===== config.mk =====
export PLATFORM = sky130hd
export DESIGN_NAME = trace_event_overflow_cfg
export DESIGN_NICKNAME = d
export VERILOG_FILES = /design/src/logic/trace_cfg_pkg.sv /design/src/logic/cycle_count_keeper.sv /design/src/logic/trace_event_overflow_cfg.sv
export SDC_FILE = /design/constraint.sdc
export NUM_CORES = 1
export LEC_CHECK = 0
export BUFFER_PORTS_ARGS = -buffer_cell sky130_fd_sc_hd__buf_2
export CAP_MARGIN = 20
export CORE_AREA = 2 2 175 177
export CTS_BUF_LIST = sky130_fd_sc_hd__clkbuf_8 sky130_fd_sc_hd__clkbuf_16
export CTS_CLUSTER_DIAMETER = 60
export DETAILED_ROUTE_END_ITERATION = 8
export DIE_AREA = 0 0 177 179
export REMOVE_ABC_BUFFERS = 1
export SYNTH_ARGS = -nofsm -noshare
export SYNTH_HDL_FRONTEND = slang
export SYNTH_SLANG_ARGS = --single-unit

===== constraint.sdc =====
create_clock -name aclk -period 2.3 [get_ports aclk]
set_input_delay 0.345 -clock aclk [delete_from_list [all_inputs] [get_ports aclk]]
set_output_delay 0.345 -clock aclk [all_outputs]
set_load 0.05 [all_outputs]

===== src/logic/trace_cfg_pkg.sv =====
package trace_cfg_pkg;

  // ----------------------------------------------------------------
  // register map (byte addresses)
  // ----------------------------------------------------------------
  localparam logic [11:0] OFF_PROG_CTRL   = 12'h004;
  localparam logic [11:0] OFF_STATUS      = 12'h00c;
  localparam logic [11:0] OFF_OPTIONS     = 12'h010;
  localparam logic [11:0] OFF_EVENT_SEL   = 12'h020;
  localparam logic [11:0] OFF_EVENT_BEH   = 12'h024;
  localparam logic [11:0] OFF_STALL_CTRL  = 12'h02c;
  localparam logic [11:0] OFF_CAPABILITY3 = 12'h1e4;

  // ----------------------------------------------------------------
  // field positions, masks and reset values
  // ----------------------------------------------------------------
  localparam int          PROG_EN_BIT       = 0;
  localparam int          STAT_IDLE_BIT     = 0;
  localparam int          STAT_STABLE_BIT   = 1;
  localparam int          CAP_STALL_BIT     = 26;
  localparam logic [31:0] OPTIONS_MASK      = 32'h0003_ffde;
  localparam logic [31:0] EVENT_SEL_MASK    = 32'h0000_00ff;
  localparam logic [31:0] EVENT_BEH_MASK    = 32'h0000_0003;
  localparam logic [31:0] STALL_MASK        = 32'h0000_3f0f;
  localparam logic [31:0] RESET_WORD        = 32'h0000_0000;
  localparam logic        STALL_SUPPORTED   = 1'b1;
  localparam logic [3:0]  LEVEL_NONE        = 4'h0;
  localparam logic [3:0]  LEVEL_MAX         = 4'hf;

  // ----------------------------------------------------------------
  // bus answers
  // ----------------------------------------------------------------
  localparam logic [1:0]  RESP_OKAY         = 2'b00;
  localparam logic [1:0]  RESP_SLVERR       = 2'b10;

  // register index, one code per mapped word
  typedef enum logic [2:0]
  {
    IDX_NONE, IDX_PROG, IDX_STAT, IDX_OPT, IDX_ESEL, IDX_EBEH, IDX_STALL, IDX_CAP
  } reg_idx_t;

  typedef struct packed
  {
    logic [13:0] rsvd_hi;
    logic        data_value_trace_en;
    logic        data_addr_trace_en;
    logic        vmid_opt;
    logic [1:0]  q_element_mode;
    logic        return_stack_en;
    logic        timestamp_en;
    logic [2:0]  cond_mode;
    logic        vmid_en;
    logic        context_id_en;
    logic        rsvd_5;
    logic        cycle_count_en;
    logic        branch_bcast_en;
    logic        store_as_p0;
    logic        load_as_p0;
    logic        rsvd_0;
  } trace_options_t;

  typedef struct packed
  {
    logic [29:0] rsvd;
    logic        event_data_trace_en;
    logic        event_inst_trace_en;
  } event_behaviour_t;

  typedef struct packed
  {
    logic [17:0] rsvd_hi;
    logic        no_overflow;
    logic        discard_store;
    logic        discard_load;
    logic        inst_priority;
    logic        data_stall;
    logic        inst_stall;
    logic [3:0]  rsvd_lo;
    logic [3:0]  level;
  } overflow_ctrl_t;

endpackage : trace_cfg_pkg


===== src/logic/cycle_count_keeper.sv =====
// holds back cycle counts while output is suppressed and folds them into the next one sent
module cycle_count_keeper
  import trace_cfg_pkg::*;
(
  input  wire logic        aclk,
  input  wire logic        aresetn,
  input  wire logic        cc_valid,
  input  wire logic [15:0] cc_value,
  input  wire logic        suppress,
  output logic             cc_out_valid,
  output logic [15:0]      cc_out
);

  logic [15:0] acc_q;
  logic [15:0] acc_d;
  logic        vld_q;
  logic        vld_d;
  logic [15:0] out_q;
  logic [15:0] out_d;

  // ----------------------------------------------------------------
  // accumulate or emit
  // ----------------------------------------------------------------
  always_comb
  begin
    acc_d = acc_q;
    vld_d = 1'b0;
    out_d = out_q;
    if (cc_valid && suppress)
    begin
      acc_d = 16'(acc_q + cc_value);
    end
    else if (cc_valid)
    begin
      vld_d = 1'b1;
      out_d = 16'(acc_q + cc_value);
      acc_d = 16'h0000;
    end
  end

  always_ff @(posedge aclk)
  begin
    if (!aresetn)
    begin
      acc_q <= 16'h0000;
      vld_q <= 1'b0;
      out_q <= 16'h0000;
    end
    else
    begin
      acc_q <= acc_d;
      vld_q <= vld_d;
      out_q <= out_d;
    end
  end

  assign cc_out_valid = vld_q;
  assign cc_out       = out_q;
endmodule : cycle_count_keeper


===== src/logic/trace_event_overflow_cfg.sv =====
module trace_event_overflow_cfg
  import trace_cfg_pkg::*;
(
  input  wire logic         aclk,
  input  wire logic         aresetn,
  input  wire logic [11:0]  s_axi_awaddr,
  input  wire logic         s_axi_awvalid,
  output logic              s_axi_awready,
  input  wire logic [31:0]  s_axi_wdata,
  input  wire logic [3:0]   s_axi_wstrb,
  input  wire logic         s_axi_wvalid,
  output logic              s_axi_wready,
  output logic [1:0]        s_axi_bresp,
  output logic              s_axi_bvalid,
  input  wire logic         s_axi_bready,
  input  wire logic [11:0]  s_axi_araddr,
  input  wire logic         s_axi_arvalid,
  output logic              s_axi_arready,
  output logic [31:0]       s_axi_rdata,
  output logic [1:0]        s_axi_rresp,
  output logic              s_axi_rvalid,
  input  wire logic         s_axi_rready,
  input  wire logic [255:0] trace_events,
  input  wire logic [7:0]   inst_buf_space,
  input  wire logic [7:0]   data_buf_space,
  input  wire logic         ts_request,
  input  wire logic         cc_valid,
  input  wire logic [15:0]  cc_value,
  output logic              trace_enabled,
  output trace_options_t    trace_options,
  output logic              inst_event_elem,
  output logic              data_event_elem,
  output logic              inst_ts_emit,
  output logic              data_ts_emit,
  output logic              stall_processor,
  output logic              inst_priority_on,
  output logic              discard_load_on,
  output logic              discard_store_on,
  output logic              cc_out_valid,
  output logic [15:0]       cc_out
);

  // ----------------------------------------------------------------
  // state
  // ----------------------------------------------------------------
  logic             en_q, en_d, idle_q, idle_d;
  trace_options_t   opt_q, opt_d;
  logic [7:0]       esel_q, esel_d;
  event_behaviour_t ebeh_q, ebeh_d;
  overflow_ctrl_t   stall_q, stall_d;
  logic             aw_hold_q, aw_hold_d, w_hold_q, w_hold_d;
  logic [11:0]      awaddr_q, awaddr_d;
  logic [31:0]      wdata_q, wdata_d;
  logic [3:0]       wstrb_q, wstrb_d;
  logic             bvalid_q, bvalid_d, rvalid_q, rvalid_d;
  logic [1:0]       bresp_q, bresp_d, rresp_q, rresp_d;
  logic [31:0]      rdata_q, rdata_d;
  logic             ievt_q, ievt_d, devt_q, devt_d;
  logic             its_q, its_d, dts_q, dts_d;
  logic             aw_take, w_take, ar_take, do_write, cfg_open;
  logic [11:0]      wr_addr;
  logic [31:0]      wr_data;
  logic [3:0]       wr_strb;
  logic             inst_low, data_low, ts_suppress;

  // map a byte address onto a register index
  function automatic reg_idx_t decode(input logic [11:0] a);
    case (a)
      OFF_PROG_CTRL:   decode = IDX_PROG;
      OFF_STATUS:      decode = IDX_STAT;
      OFF_OPTIONS:     decode = IDX_OPT;
      OFF_EVENT_SEL:   decode = IDX_ESEL;
      OFF_EVENT_BEH:   decode = IDX_EBEH;
      OFF_STALL_CTRL:  decode = IDX_STALL;
      OFF_CAPABILITY3: decode = IDX_CAP;
      default:         decode = IDX_NONE;
    endcase
  endfunction : decode

  // merge byte lanes of a write into an old value, keeping only defined bits
  function automatic logic [31:0] merge(input logic [31:0] old, input logic [31:0] nw,
                                        input logic [3:0] strb, input logic [31:0] mask);
    logic [31:0] m;
    m = {{8{strb[3]}}, {8{strb[2]}}, {8{strb[1]}}, {8{strb[0]}}};
    merge = ((old & ~m) | (nw & m)) & mask;
  endfunction : merge

  // ----------------------------------------------------------------
  // bus handshakes
  // ----------------------------------------------------------------
  assign s_axi_awready = !aw_hold_q && !bvalid_q;
  assign s_axi_wready  = !w_hold_q && !bvalid_q;
  assign s_axi_arready = !rvalid_q;
  assign aw_take  = s_axi_awvalid && s_axi_awready;
  assign w_take   = s_axi_wvalid && s_axi_wready;
  assign ar_take  = s_axi_arvalid && s_axi_arready;
  assign do_write = (aw_hold_q || aw_take) && (w_hold_q || w_take);
  assign wr_addr  = aw_hold_q ? awaddr_q : s_axi_awaddr;
  assign wr_data  = w_hold_q ? wdata_q : s_axi_wdata;
  assign wr_strb  = w_hold_q ? wstrb_q : s_axi_wstrb;
  assign cfg_open = !en_q && idle_q;

  // write channel, register writes and enable / idle tracking
  always_comb
  begin
    aw_hold_d = aw_hold_q;
    w_hold_d  = w_hold_q;
    awaddr_d  = aw_take ? s_axi_awaddr : awaddr_q;
    wdata_d   = w_take ? s_axi_wdata : wdata_q;
    wstrb_d   = w_take ? s_axi_wstrb : wstrb_q;
    bvalid_d  = bvalid_q && !s_axi_bready;
    bresp_d   = bresp_q;
    en_d      = en_q;
    opt_d     = opt_q;
    esel_d    = esel_q;
    ebeh_d    = ebeh_q;
    stall_d   = stall_q;
    idle_d    = !en_q;  // idle one cycle after tracing stops
    if (aw_take)
    begin
      aw_hold_d = 1'b1;
    end
    if (w_take)
    begin
      w_hold_d = 1'b1;
    end
    if (do_write)
    begin
      aw_hold_d = 1'b0;
      w_hold_d  = 1'b0;
      bvalid_d  = 1'b1;
      bresp_d   = (decode(wr_addr) == IDX_NONE) ? RESP_SLVERR : RESP_OKAY;
      case (decode(wr_addr))
        IDX_PROG:
        begin
          if (wr_strb[0])
          begin
            en_d = wr_data[PROG_EN_BIT];
          end
        end
        IDX_OPT:   opt_d   = cfg_open ? trace_options_t'(merge(opt_q, wr_data, wr_strb, OPTIONS_MASK)) : opt_q;
        IDX_ESEL:  esel_d  = cfg_open ? 8'(merge({24'h0, esel_q}, wr_data, wr_strb, EVENT_SEL_MASK)) : esel_q;
        IDX_EBEH:  ebeh_d  = cfg_open ? event_behaviour_t'(merge(ebeh_q, wr_data, wr_strb, EVENT_BEH_MASK)) : ebeh_q;
        IDX_STALL: stall_d = cfg_open ? overflow_ctrl_t'(merge(stall_q, wr_data, wr_strb, STALL_MASK)) : stall_q;
        default:   en_d    = en_q;
      endcase
    end
  end

  // read channel
  always_comb
  begin
    rvalid_d = rvalid_q && !s_axi_rready;
    rdata_d  = rdata_q;
    rresp_d  = rresp_q;
    if (ar_take)
    begin
      rvalid_d = 1'b1;
      rresp_d  = RESP_OKAY;
      case (decode(s_axi_araddr))
        IDX_PROG:  rdata_d = {31'h0, en_q};
        IDX_STAT:  rdata_d = {30'h0, idle_q, idle_q};
        IDX_OPT:   rdata_d = opt_q;
        IDX_ESEL:  rdata_d = {24'h0, esel_q};
        IDX_EBEH:  rdata_d = ebeh_q;
        IDX_STALL: rdata_d = stall_q;
        IDX_CAP:   rdata_d = 32'(STALL_SUPPORTED) << CAP_STALL_BIT;
        default:
        begin
          rdata_d = RESET_WORD;
          rresp_d = RESP_SLVERR;
        end
      endcase
    end
  end

  // ----------------------------------------------------------------
  // trace side
  // ----------------------------------------------------------------
  assign inst_low    = (stall_q.level != LEVEL_NONE) && (inst_buf_space < {4'h0, stall_q.level});
  assign data_low    = (stall_q.level != LEVEL_NONE) && (data_buf_space < {4'h0, stall_q.level});
  assign ts_suppress = inst_low || data_low;

  // event elements and timestamps, only while tracing
  always_comb
  begin
    ievt_d = en_q && trace_events[esel_q] && ebeh_q.event_inst_trace_en;
    devt_d = en_q && trace_events[esel_q] && ebeh_q.event_data_trace_en;
    its_d  = en_q && ts_request && opt_q.timestamp_en && !ts_suppress;
    dts_d  = its_d && (opt_q.data_addr_trace_en || opt_q.data_value_trace_en);
  end

  // all state registers
  always_ff @(posedge aclk)
  begin
    if (!aresetn)
    begin
      {en_q, idle_q}      <= 2'b01;
      opt_q               <= trace_options_t'(RESET_WORD);
      esel_q              <= 8'h00;
      ebeh_q              <= event_behaviour_t'(RESET_WORD);
      stall_q             <= overflow_ctrl_t'(RESET_WORD);
      {aw_hold_q, w_hold_q} <= 2'b00;
      awaddr_q            <= 12'h000;
      wdata_q             <= 32'h0000_0000;
      wstrb_q             <= 4'h0;
      {bvalid_q, rvalid_q} <= 2'b00;
      {bresp_q, rresp_q}  <= 4'h0;
      rdata_q             <= 32'h0000_0000;
      {ievt_q, devt_q, its_q, dts_q} <= 4'h0;
    end
    else
    begin
      {en_q, idle_q}      <= {en_d, idle_d};
      {opt_q, esel_q, ebeh_q, stall_q} <= {opt_d, esel_d, ebeh_d, stall_d};
      {aw_hold_q, w_hold_q} <= {aw_hold_d, w_hold_d};
      {awaddr_q, wdata_q, wstrb_q} <= {awaddr_d, wdata_d, wstrb_d};
      {bvalid_q, rvalid_q} <= {bvalid_d, rvalid_d};
      {bresp_q, rresp_q, rdata_q} <= {bresp_d, rresp_d, rdata_d};
      {ievt_q, devt_q, its_q, dts_q} <= {ievt_d, devt_d, its_d, dts_d};
    end
  end

  cycle_count_keeper u_cc
  (
    .aclk         (aclk),
    .aresetn      (aresetn),
    .cc_valid     (cc_valid && en_q && opt_q.cycle_count_en),
    .cc_value     (cc_value),
    .suppress     (inst_low),
    .cc_out_valid (cc_out_valid),
    .cc_out       (cc_out)
  );

  // ----------------------------------------------------------------
  // outputs
  // ----------------------------------------------------------------
  assign s_axi_bvalid     = bvalid_q;
  assign s_axi_bresp      = bresp_q;
  assign s_axi_rvalid     = rvalid_q;
  assign s_axi_rresp      = rresp_q;
  assign s_axi_rdata      = rdata_q;
  assign trace_enabled    = en_q;
  assign trace_options    = opt_q;
  assign inst_event_elem  = ievt_q;
  assign data_event_elem  = devt_q;
  assign inst_ts_emit     = its_q;
  assign data_ts_emit     = dts_q;
  assign stall_processor  = (stall_q.inst_stall && inst_low) || (stall_q.data_stall && data_low);
  assign inst_priority_on = stall_q.inst_priority && inst_low;
  assign discard_load_on  = stall_q.discard_load && data_low;
  assign discard_store_on = stall_q.discard_store && data_low;
endmodule : trace_event_overflow_cfg


# After elaboration in Yosys (flattened, before gate mapping)
# Cells that the tools add are included.
dict set report totals {
  reg_bits 148
  inputBits 357
  out_inout_bits 99
  wordCells 152
}
dict set report op_classes {
  n_addsub 1
  order_cmp 3
  eq_ne 26
  mux 17
  n_bitwise 12
  reduce_logical 51
}
# cell n
set op_table {}
lappend op_table {{27-bit one-hot mux with 7 select lines} 1}
lappend op_table {{12-bit by 6-bit == test with 1-bit output (second input constant)} 6}
lappend op_table {{3-bit one-hot mux with 7 select lines} 2}
lappend op_table {{18-bit bitwise AND} 2}
lappend op_table {{16-bit two-way mux} 2}
lappend op_table {{1-bit logical AND} 26}
lappend op_table {{12-bit by 3-bit == test with 1-bit output (second input constant)} 2}
lappend op_table {{12-bit by 4-bit == test with 1-bit output (second input constant)} 2}
lappend op_table {{12-bit by 5-bit == test with 1-bit output (second input constant)} 2}
lappend op_table {{12-bit by 9-bit == test with 1-bit output (second input constant)} 2}
lappend op_table {{3-bit == test (second input constant)} 7}
lappend op_table {{18-bit two-way mux} 1}
lappend op_table {{18-bit inverter} 1}
lappend op_table {{18-bit bitwise OR} 1}
lappend op_table {{16-bit adder} 1}
lappend op_table {{8-bit by 4-bit < comparator with 1-bit output} 2}
lappend op_table {{3-bit AND reduction} 5}
lappend op_table {{14-bit bitwise AND} 1}
lappend op_table {{14-bit bitwise OR} 1}
lappend op_table {{12-bit two-way mux} 1}
lappend op_table {{3-bit by 2-bit == test with 1-bit output (second input constant)} 3}
lappend op_table {{8-bit by 9-bit < comparator with 1-bit output (second input constant)} 1}
lappend op_table {{3-bit two-way mux} 3}
lappend op_table {{8-bit bitwise AND} 1}
lappend op_table {{16 further kinds} 34}

# Depth between registers and ports, before layout
# Gate-level depths: netlist of run 1.
dict set report logic_depth {
  word_depth 8
  mapped_depth 11
  depth_no_buf 10
}

# Hierarchy
# Synthesis of run 1 repeated with hierarchy kept, for this count alone.
dict set report hier_totals {
  hier_cells 1007
  hier_area_um2 9331.4
}
# mod instances cells_each area_each_um2 seq_area_each_um2
set by_module_without_submodules {}
lappend by_module_without_submodules {trace_event_overflow_cfg 1 773 7288.2 2001.9}
lappend by_module_without_submodules {cycle_count_keeper 1 234 2043.2 660.6}

# Worst setup path before layout of run 1
# Ideal clock, no wire load.
dict set report synth_path {
  kind {register -> register}
  start {reg bvalid_q (netlist: s_axi_bvalid)}
  end {reg with a tool-made name}
  setup_time_ns 0.128
  arrival_ns 2.738
  required_time_ns 2.172
  setup_slack_ns -0.566
  path_stages_with_launch 11
  path_buffers 2
  synth_period_minus_slack_ns 2.866
  path_cell_list {dfxtp_1 > nor2_1 > and2_1 > clkbuf_1 > o22ai_1 > nor3b_1 > and2_1 > and3_1 > buf_4 > mux2i_1 > nor2_1}
}
# item line
set synth_rtl {}
lappend synth_rtl {{start, declared} trace_event_overflow_cfg.sv:55} ;# logic bvalid_q, bvalid_d, rvalid_q, rvalid_d;
lappend synth_rtl {{start signal, assigned} trace_event_overflow_cfg.sv:218} ;# {bvalid_q, rvalid_q} <= {bvalid_d, rvalid_d};

==> impl_metrics.toml, run 1 <==
[outcome]
outcome = "finished with violations"
violations = "setup timing"

[final_layout]
instances_no_fill = 1876
utilization_pct = 44.1
layout_commonest_cell = "buf_2"
final_nets = 1836
layout-drive-gt1-share_pct = 52.4
fillCellCount = 2947
layout_common_cells = "buf_2, dfxtp_1, nand2_1, buf_4, nor2_1"
fin_area_um2 = 13200
area_growth_pct = 52.5

[flow_run]
max-cap-violations = 0

[hold_path]
hold_class = "in -> reg"
holdPathStages = 2
min-delay-start = "s_axi_rready"
min_to = "s_axi_rvalid$_SDFF_PN0_"

[clocking]
root_buffer = "clkbuf_16"
tritoncts = "yes"
cts_buffers = 17
cts_sinks = 133
cts-htree-levels = 4
clk-insertion-delay-late_ps = 430
path_clk_slew_ps = 60
cts_buffer_depth = 2

[placed_design]
port_buffers = 409
dpl_cell_area_um2 = 11900
post-place-ws_ps = -441
dpl.cell_count = 1814
gp_congestion = 0.903
dp_hpwl_um = 28300

[power_and_ir_drop]
leakage_nw = 5.93
power.density_nw_per_um2 = 502
ir_worst_vdd_mv = 0.302

[sta]
rsz0062_at_grt = "yes"
hold_violations = 0
finalMaxSlewViolations = 0
max_freq_ghz = 0.379
tightest_slew_ps = 725
finalSetupTns_ps = -1580
setup_slack_ps = -341
post-route-period-util_pct = 115
period_needed_ps = 2640
skew_ps = 11.9
relSlewSlack_pct = 51.6
setup_viol = 9

[synthesis]
yosysWarnings = 0
synth-seq-area-share_pct = 30.7
synth_edf_count = 0
syn_area_per_cell_um2 = 9.10
yosys_most_used_dff = "dfxtp_1"
ys_async_sr_fraction_pct = 0
synthCells = 954
synth_seq_cells = 133
ys_types = 69
syn_area_um2 = 8690

[route]
first_pass_iters = 7
initialDrtViolationCount = 400
drt.antenna.violating_nets = 0
drc = 0
post_drt_wl_per_cell_um = 18.9
wirelength_um = 35400
post_drt_via_cell_ratio = 5.04
via_count = 9462

[floorplanning]
core-area_um2 = 30000
io_pins = 456
die_area_um2 = 31700
rows = 64
start_util_pct = 28.9
fp.dieW_um = 177
die_y_um = 179

[critical_path]
cp-end-kind = "output port"
worst_setup_path_start_kind = "flip-flop"
critPathKind = "reg -> out"
cpMostUsedCell = "a21o_1"
path_cells = "inv_4, ha_4, a21o_1, a21o_1, a2111oi_4, buf_4, a22o_1, buf_6"
crit_family = "compound AO/OA/AOI/OAI gates"
reg2reg_depth = 9
worstPathRequired_ps = 1960
worstPathMaxFanout = 4
path_buf_inv = 3
cp_slowest_cell = "a2111oi_4"
cp_data_arrival_time_ps = 2300
cpPeakStageDelay_ps = 350
r2r_end = "data_event_elem$_SDFF_PN0_"
rrSetupSlack_ps = -130

[global_routing]
grt_max_degree = 40
antenna_found_initial = 14
grtUsageTotal_pct = 21.5
grt_pass1_wl_um = 51100
grt.overflow.total = 0
first_global_vias = 9133
## logic make-up (layout without fill, tap and decap cells)
group	Yosys count	in the layout	synth area share [%]
AOI/OAI and AO/OA	197	197	15.1
xor gates and xnor gates	14	14	1.41
other	1	41	0.0432
buffers and inverters	102	588	6.67
and+or+nand+nor	351	351	18.8
DFF	133	133	30.7
adders and majority gates	22	22	3.26
muxes	134	134	24.1
## how the worst max path moves through the flow
stage | slack [ps] | from | cells past startpoint | end
CTS | -360 | flip-flop | 8 | stall_processor
global route | -400 | flip-flop | 8 | stall_processor
floorplan | -1780 | flip-flop | 8 | data_event_elem$_SDFF_PN0_
global placement | -410 | cc_value[1] | 11 | u_cc.acc_q[15]$_SDFFE_PN0P_
detailed placement | -440 | cc_value[1] | 11 | u_cc.acc_q[15]$_SDFFE_PN0P_
finish | -340 | flip-flop | 8 | stall_processor
## routing by layer
layer  routed length [µm]  GRT usage, %  up-vias
li1                     -             -     4499
met1                13300          23.8     4557
met2                18700          39.3      337
met3                 2150          4.47       63
met4                 1240          9.64        6
met5                   35             0        -
## final cells by class
class	count	area (µm²)	share of cell area, %
flip-flops and latches	133	2680	20.2
clock inverters	15	165	1.25
multi-input cells	749	6030	45.6
inverters	10	41.3	0.312
diodes	10	25.0	0.189
clock buffers	17	425	3.21
well taps	396	495	3.74
repair buffers	546	3380	25.5
## power breakdown
| part | total [W] | switching, W | internal (W) |
|---|---|---|---|
| clock network | 0.00277 | 0.00114 | 0.00162 |
| logic | 0.00144 | 0.000821 | 0.000616 |
| registers | 0.00245 | 0.0000558 | 0.00239 |
## synth_stat cells, types with 9 or more instances
cell	number	area share, %
nor2_1	91	3.9
a21o_1	14	1.2
mux2i_1	39	4.5
nor3_1	25	1.4
and2_1	9	0.65
nand2b_1	10	0.72
dfxtp_1	133	31
buf_2	10	0.58
clkbuf_1	37	1.6
a221oi_1	12	1.2
buf_4	41	3.5
nand3_1	26	1.5
o21ai_0	15	0.86
nand2_1	133	5.7
a21oi_1	77	4.4
mux4_2	56	15
nor3b_1	11	0.95
mux2_2	39	5.1
a22oi_1	11	0.95
nor2b_1	9	0.65
a22o_1	12	1.2
ha_1	21	3.0
o22ai_1	10	0.72
a211oi_1	14	1.2
## timing repair
| item | in CTS | in global routing |
|---|---|---|
| pin swaps | 23 | 49 |
| gates cloned | 0 | 1 |
| endpoints found under the setup margin | 67 | 69 |
| setup buffers | 10 | 9 |
| hold buffers | 0 | 0 |
| endpoints found under the hold margin | 0 | 0 |
| resized for setup | 55 | 81 |
## stage by stage
step,total power [W],hold slack [ps]
floorplan,0.00325,433
global placement,0.00386,437
detailed placement,0.00388,443
CTS,0.00670,115
global route,0.00693,136
finish,0.00665,135
Power figures use the tool's default switching activity.
==> run 2: changes to the inputs <==
==> constraint.sdc (replaced) <==
create_clock -name aclk -period 2.3 [get_ports aclk]
set_input_delay 0.23 -clock aclk [delete_from_list [all_inputs] [get_ports aclk]]
set_output_delay 0.23 -clock aclk [all_outputs]
set_load 0.05 [all_outputs]
==> run 2 against run 1 <==
Net effect: the flow still finishes with violations (setup timing); sequential cell count is the same; clock-buffer cell count grew 2; via count shrank 2.2%; total power grew 0.91%; sequential share of layout area grew 0.27 points; cell area shrank 1.4%; cell count shrank 0.64%; critical path depth is the same; register-to-register slack lost 30 ps; global-route usage shrank 0.31 points; combinational power is essentially flat; clock skew shrank 3.7 ps; critical endpoint unchanged.
==> impl_metrics.toml, run 2 (synthesis gave the netlist of run 1 again) <==
[outcome]
outcome = "finished with violations"
violations = "setup timing"

[hold_path]
hold_class = "in -> reg"
min_to = "s_axi_rvalid$_SDFF_PN0_"
min-delay-start = "s_axi_rready"
holdPathStages = 2

[clocking]
cts-htree-levels = 4
path_clk_slew_ps = 60
cts_buffer_depth = 2
tritoncts = "yes"
cts_sinks = 133
clk-insertion-delay-late_ps = 420
root_buffer = "clkbuf_16"
cts_buffers = 17

[critical_path]
path_cells = "inv_4, ha_4, a21o_1, a21o_1, a2111oi_4, buf_12, a22o_1, buf_6"
cpPeakStageDelay_ps = 440
cp_data_arrival_time_ps = 2310
crit_family = "compound AO/OA/AOI/OAI gates"
worst_setup_path_start_kind = "flip-flop"
worstPathRequired_ps = 2070
rrSetupSlack_ps = -160
cpMostUsedCell = "a21o_1"
r2r_end = "data_event_elem$_SDFF_PN0_"
path_buf_inv = 3
cp-end-kind = "output port"
cp_slowest_cell = "a2111oi_4"
reg2reg_depth = 9
worstPathMaxFanout = 4
critPathKind = "reg -> out"

[placed_design]
gp_congestion = 0.897
port_buffers = 409
dp_hpwl_um = 28200
dpl.cell_count = 1810

[flow_run]
max-cap-violations = 0

[final_layout]
utilization_pct = 43.5
layout_commonest_cell = "buf_2"
final_nets = 1831
multi_input_area_um2 = 5890
area_growth_pct = 50.3
instances_no_fill = 1864
fillCellCount = 3034
layout_common_cells = "buf_2, nand2_1, dfxtp_1, buf_4, nor2_1"
register_area_um2 = 2680
layout-drive-gt1-share_pct = 50.2

[power_and_ir_drop]
leakage_nw = 5.87
power.density_nw_per_um2 = 514
ir_worst_vdd_mv = 0.367

[sta]
skew_ps = 8.17
finalMaxSlewViolations = 0
period_needed_ps = 2540
rsz0062_at_grt = "yes"
whs_ps = 31.2
relSlewSlack_pct = 52.8
finalSetupTns_ps = -2300
setup_viol = 26
setup_slack_ps = -244
max_freq_ghz = 0.393
tightest_slew_ps = 707
post-route-period-util_pct = 111
hold_violations = 0

[route]
drt.antenna.violating_nets = 0
via_count = 9252
post_drt_wl_per_cell_um = 18.7
initialDrtViolationCount = 444
wirelength_um = 34800
drc = 0
post_drt_via_cell_ratio = 4.96
first_pass_iters = 5

[floorplanning]
rows = 64
start_util_pct = 28.9
die_area_um2 = 31700
io_pins = 456
fp.dieW_um = 177
die_y_um = 179
core-area_um2 = 30000

[global_routing]
grt_max_degree = 47
grtUsageTotal_pct = 21.2
grt.overflow.total = 0
grt_pass1_wl_um = 50700
antenna_found_initial = 6
first_global_vias = 8931
==> run 2: cell count changes in the layout (fill, tap and decap cells not counted), moves of 3 or more <==
cell        before  now
inv_6            9    0
buf_6           18   10
a21oi_1         62   74
dfxtp_1        124  127
nand2_4         10    1
o21ai_2          3    0
clkinvlp_4       1    5
nand2_1        120  131
dfxtp_2          6    3
o21ai_1          2    7
diode_2         10    3
nand2_2          5    1
a21oi_2         14    3
==> run 2: worst register-to-register path, cell delays in order, from the launching register on <==
cell and delay [ps]:
dfxtp_4 440, buf_4 150, mux4_2 500, mux4_2 510
nor4_2 160, nor3_1 80, o21ai_1 80, and4_1 210
a311oi_1 60, and2_1 170
==> run 2: per-stage QoR <==
step	power, W	setup WS, ps	instance area [µm²]
finish	0.00671	-244	13100
global route	0.00701	-315	13100
CTS	0.00676	-268	12800
detailed placement	0.00388	-350	11800
global placement	0.00386	-286	11800
floorplan	0.00325	-1780	8260
==> run 2: final cells by class <==
class                   instances  share of cell area [%]
well taps                     396                    3.80
inverters                      10                   0.316
multi-input cells             749                    45.1
clock buffers                  19                    3.47
diodes                          3                  0.0575
clock inverters                13                    1.22
repair buffers                541                    25.5
flip-flops and latches        133                    20.5
==> run 2: timing repair <==
action,CTS,global route
hold buffers,0,0
gates cloned,0,2
gates resized for setup,55,43
setup endpoints to repair,66,71
pin swaps,23,20
buffers inserted,13,4
==> run 2: routing by layer <==
layer | up-vias | GRT usage, % | routed length [µm]
li1 | 4474 | - | -
met1 | 4401 | 25.0 | 13700
met2 | 340 | 39.8 | 18700
met3 | 35 | 2.84 | 1770
met4 | 2 | 5.85 | 594
met5 | - | 0 | 7
==> run 2: how the worst max path moves through the flow <==
| stage | from | to | slack, ps | depth (start not counted) |
|---|---|---|---|---|
| detailed placement | cc_value[1] | u_cc.acc_q[15]$_SDFFE_PN0P_ | -350 | 11 |
| global route | flip-flop | stall_processor | -320 | 7 |
| floorplan | flip-flop | data_event_elem$_SDFF_PN0_ | -1780 | 8 |
| global placement | flip-flop | data_event_elem$_SDFF_PN0_ | -290 | 9 |
| CTS | flip-flop | stall_processor | -270 | 8 |
| finish | flip-flop | stall_processor | -240 | 8 |
==> run 2: report_power, final <==
| part | switching, W | internal, W |
|---|---|---|
| clock network | 0.00108 | 0.00176 |
| logic | 0.000810 | 0.000615 |
| registers | 0.0000563 | 0.00239 |
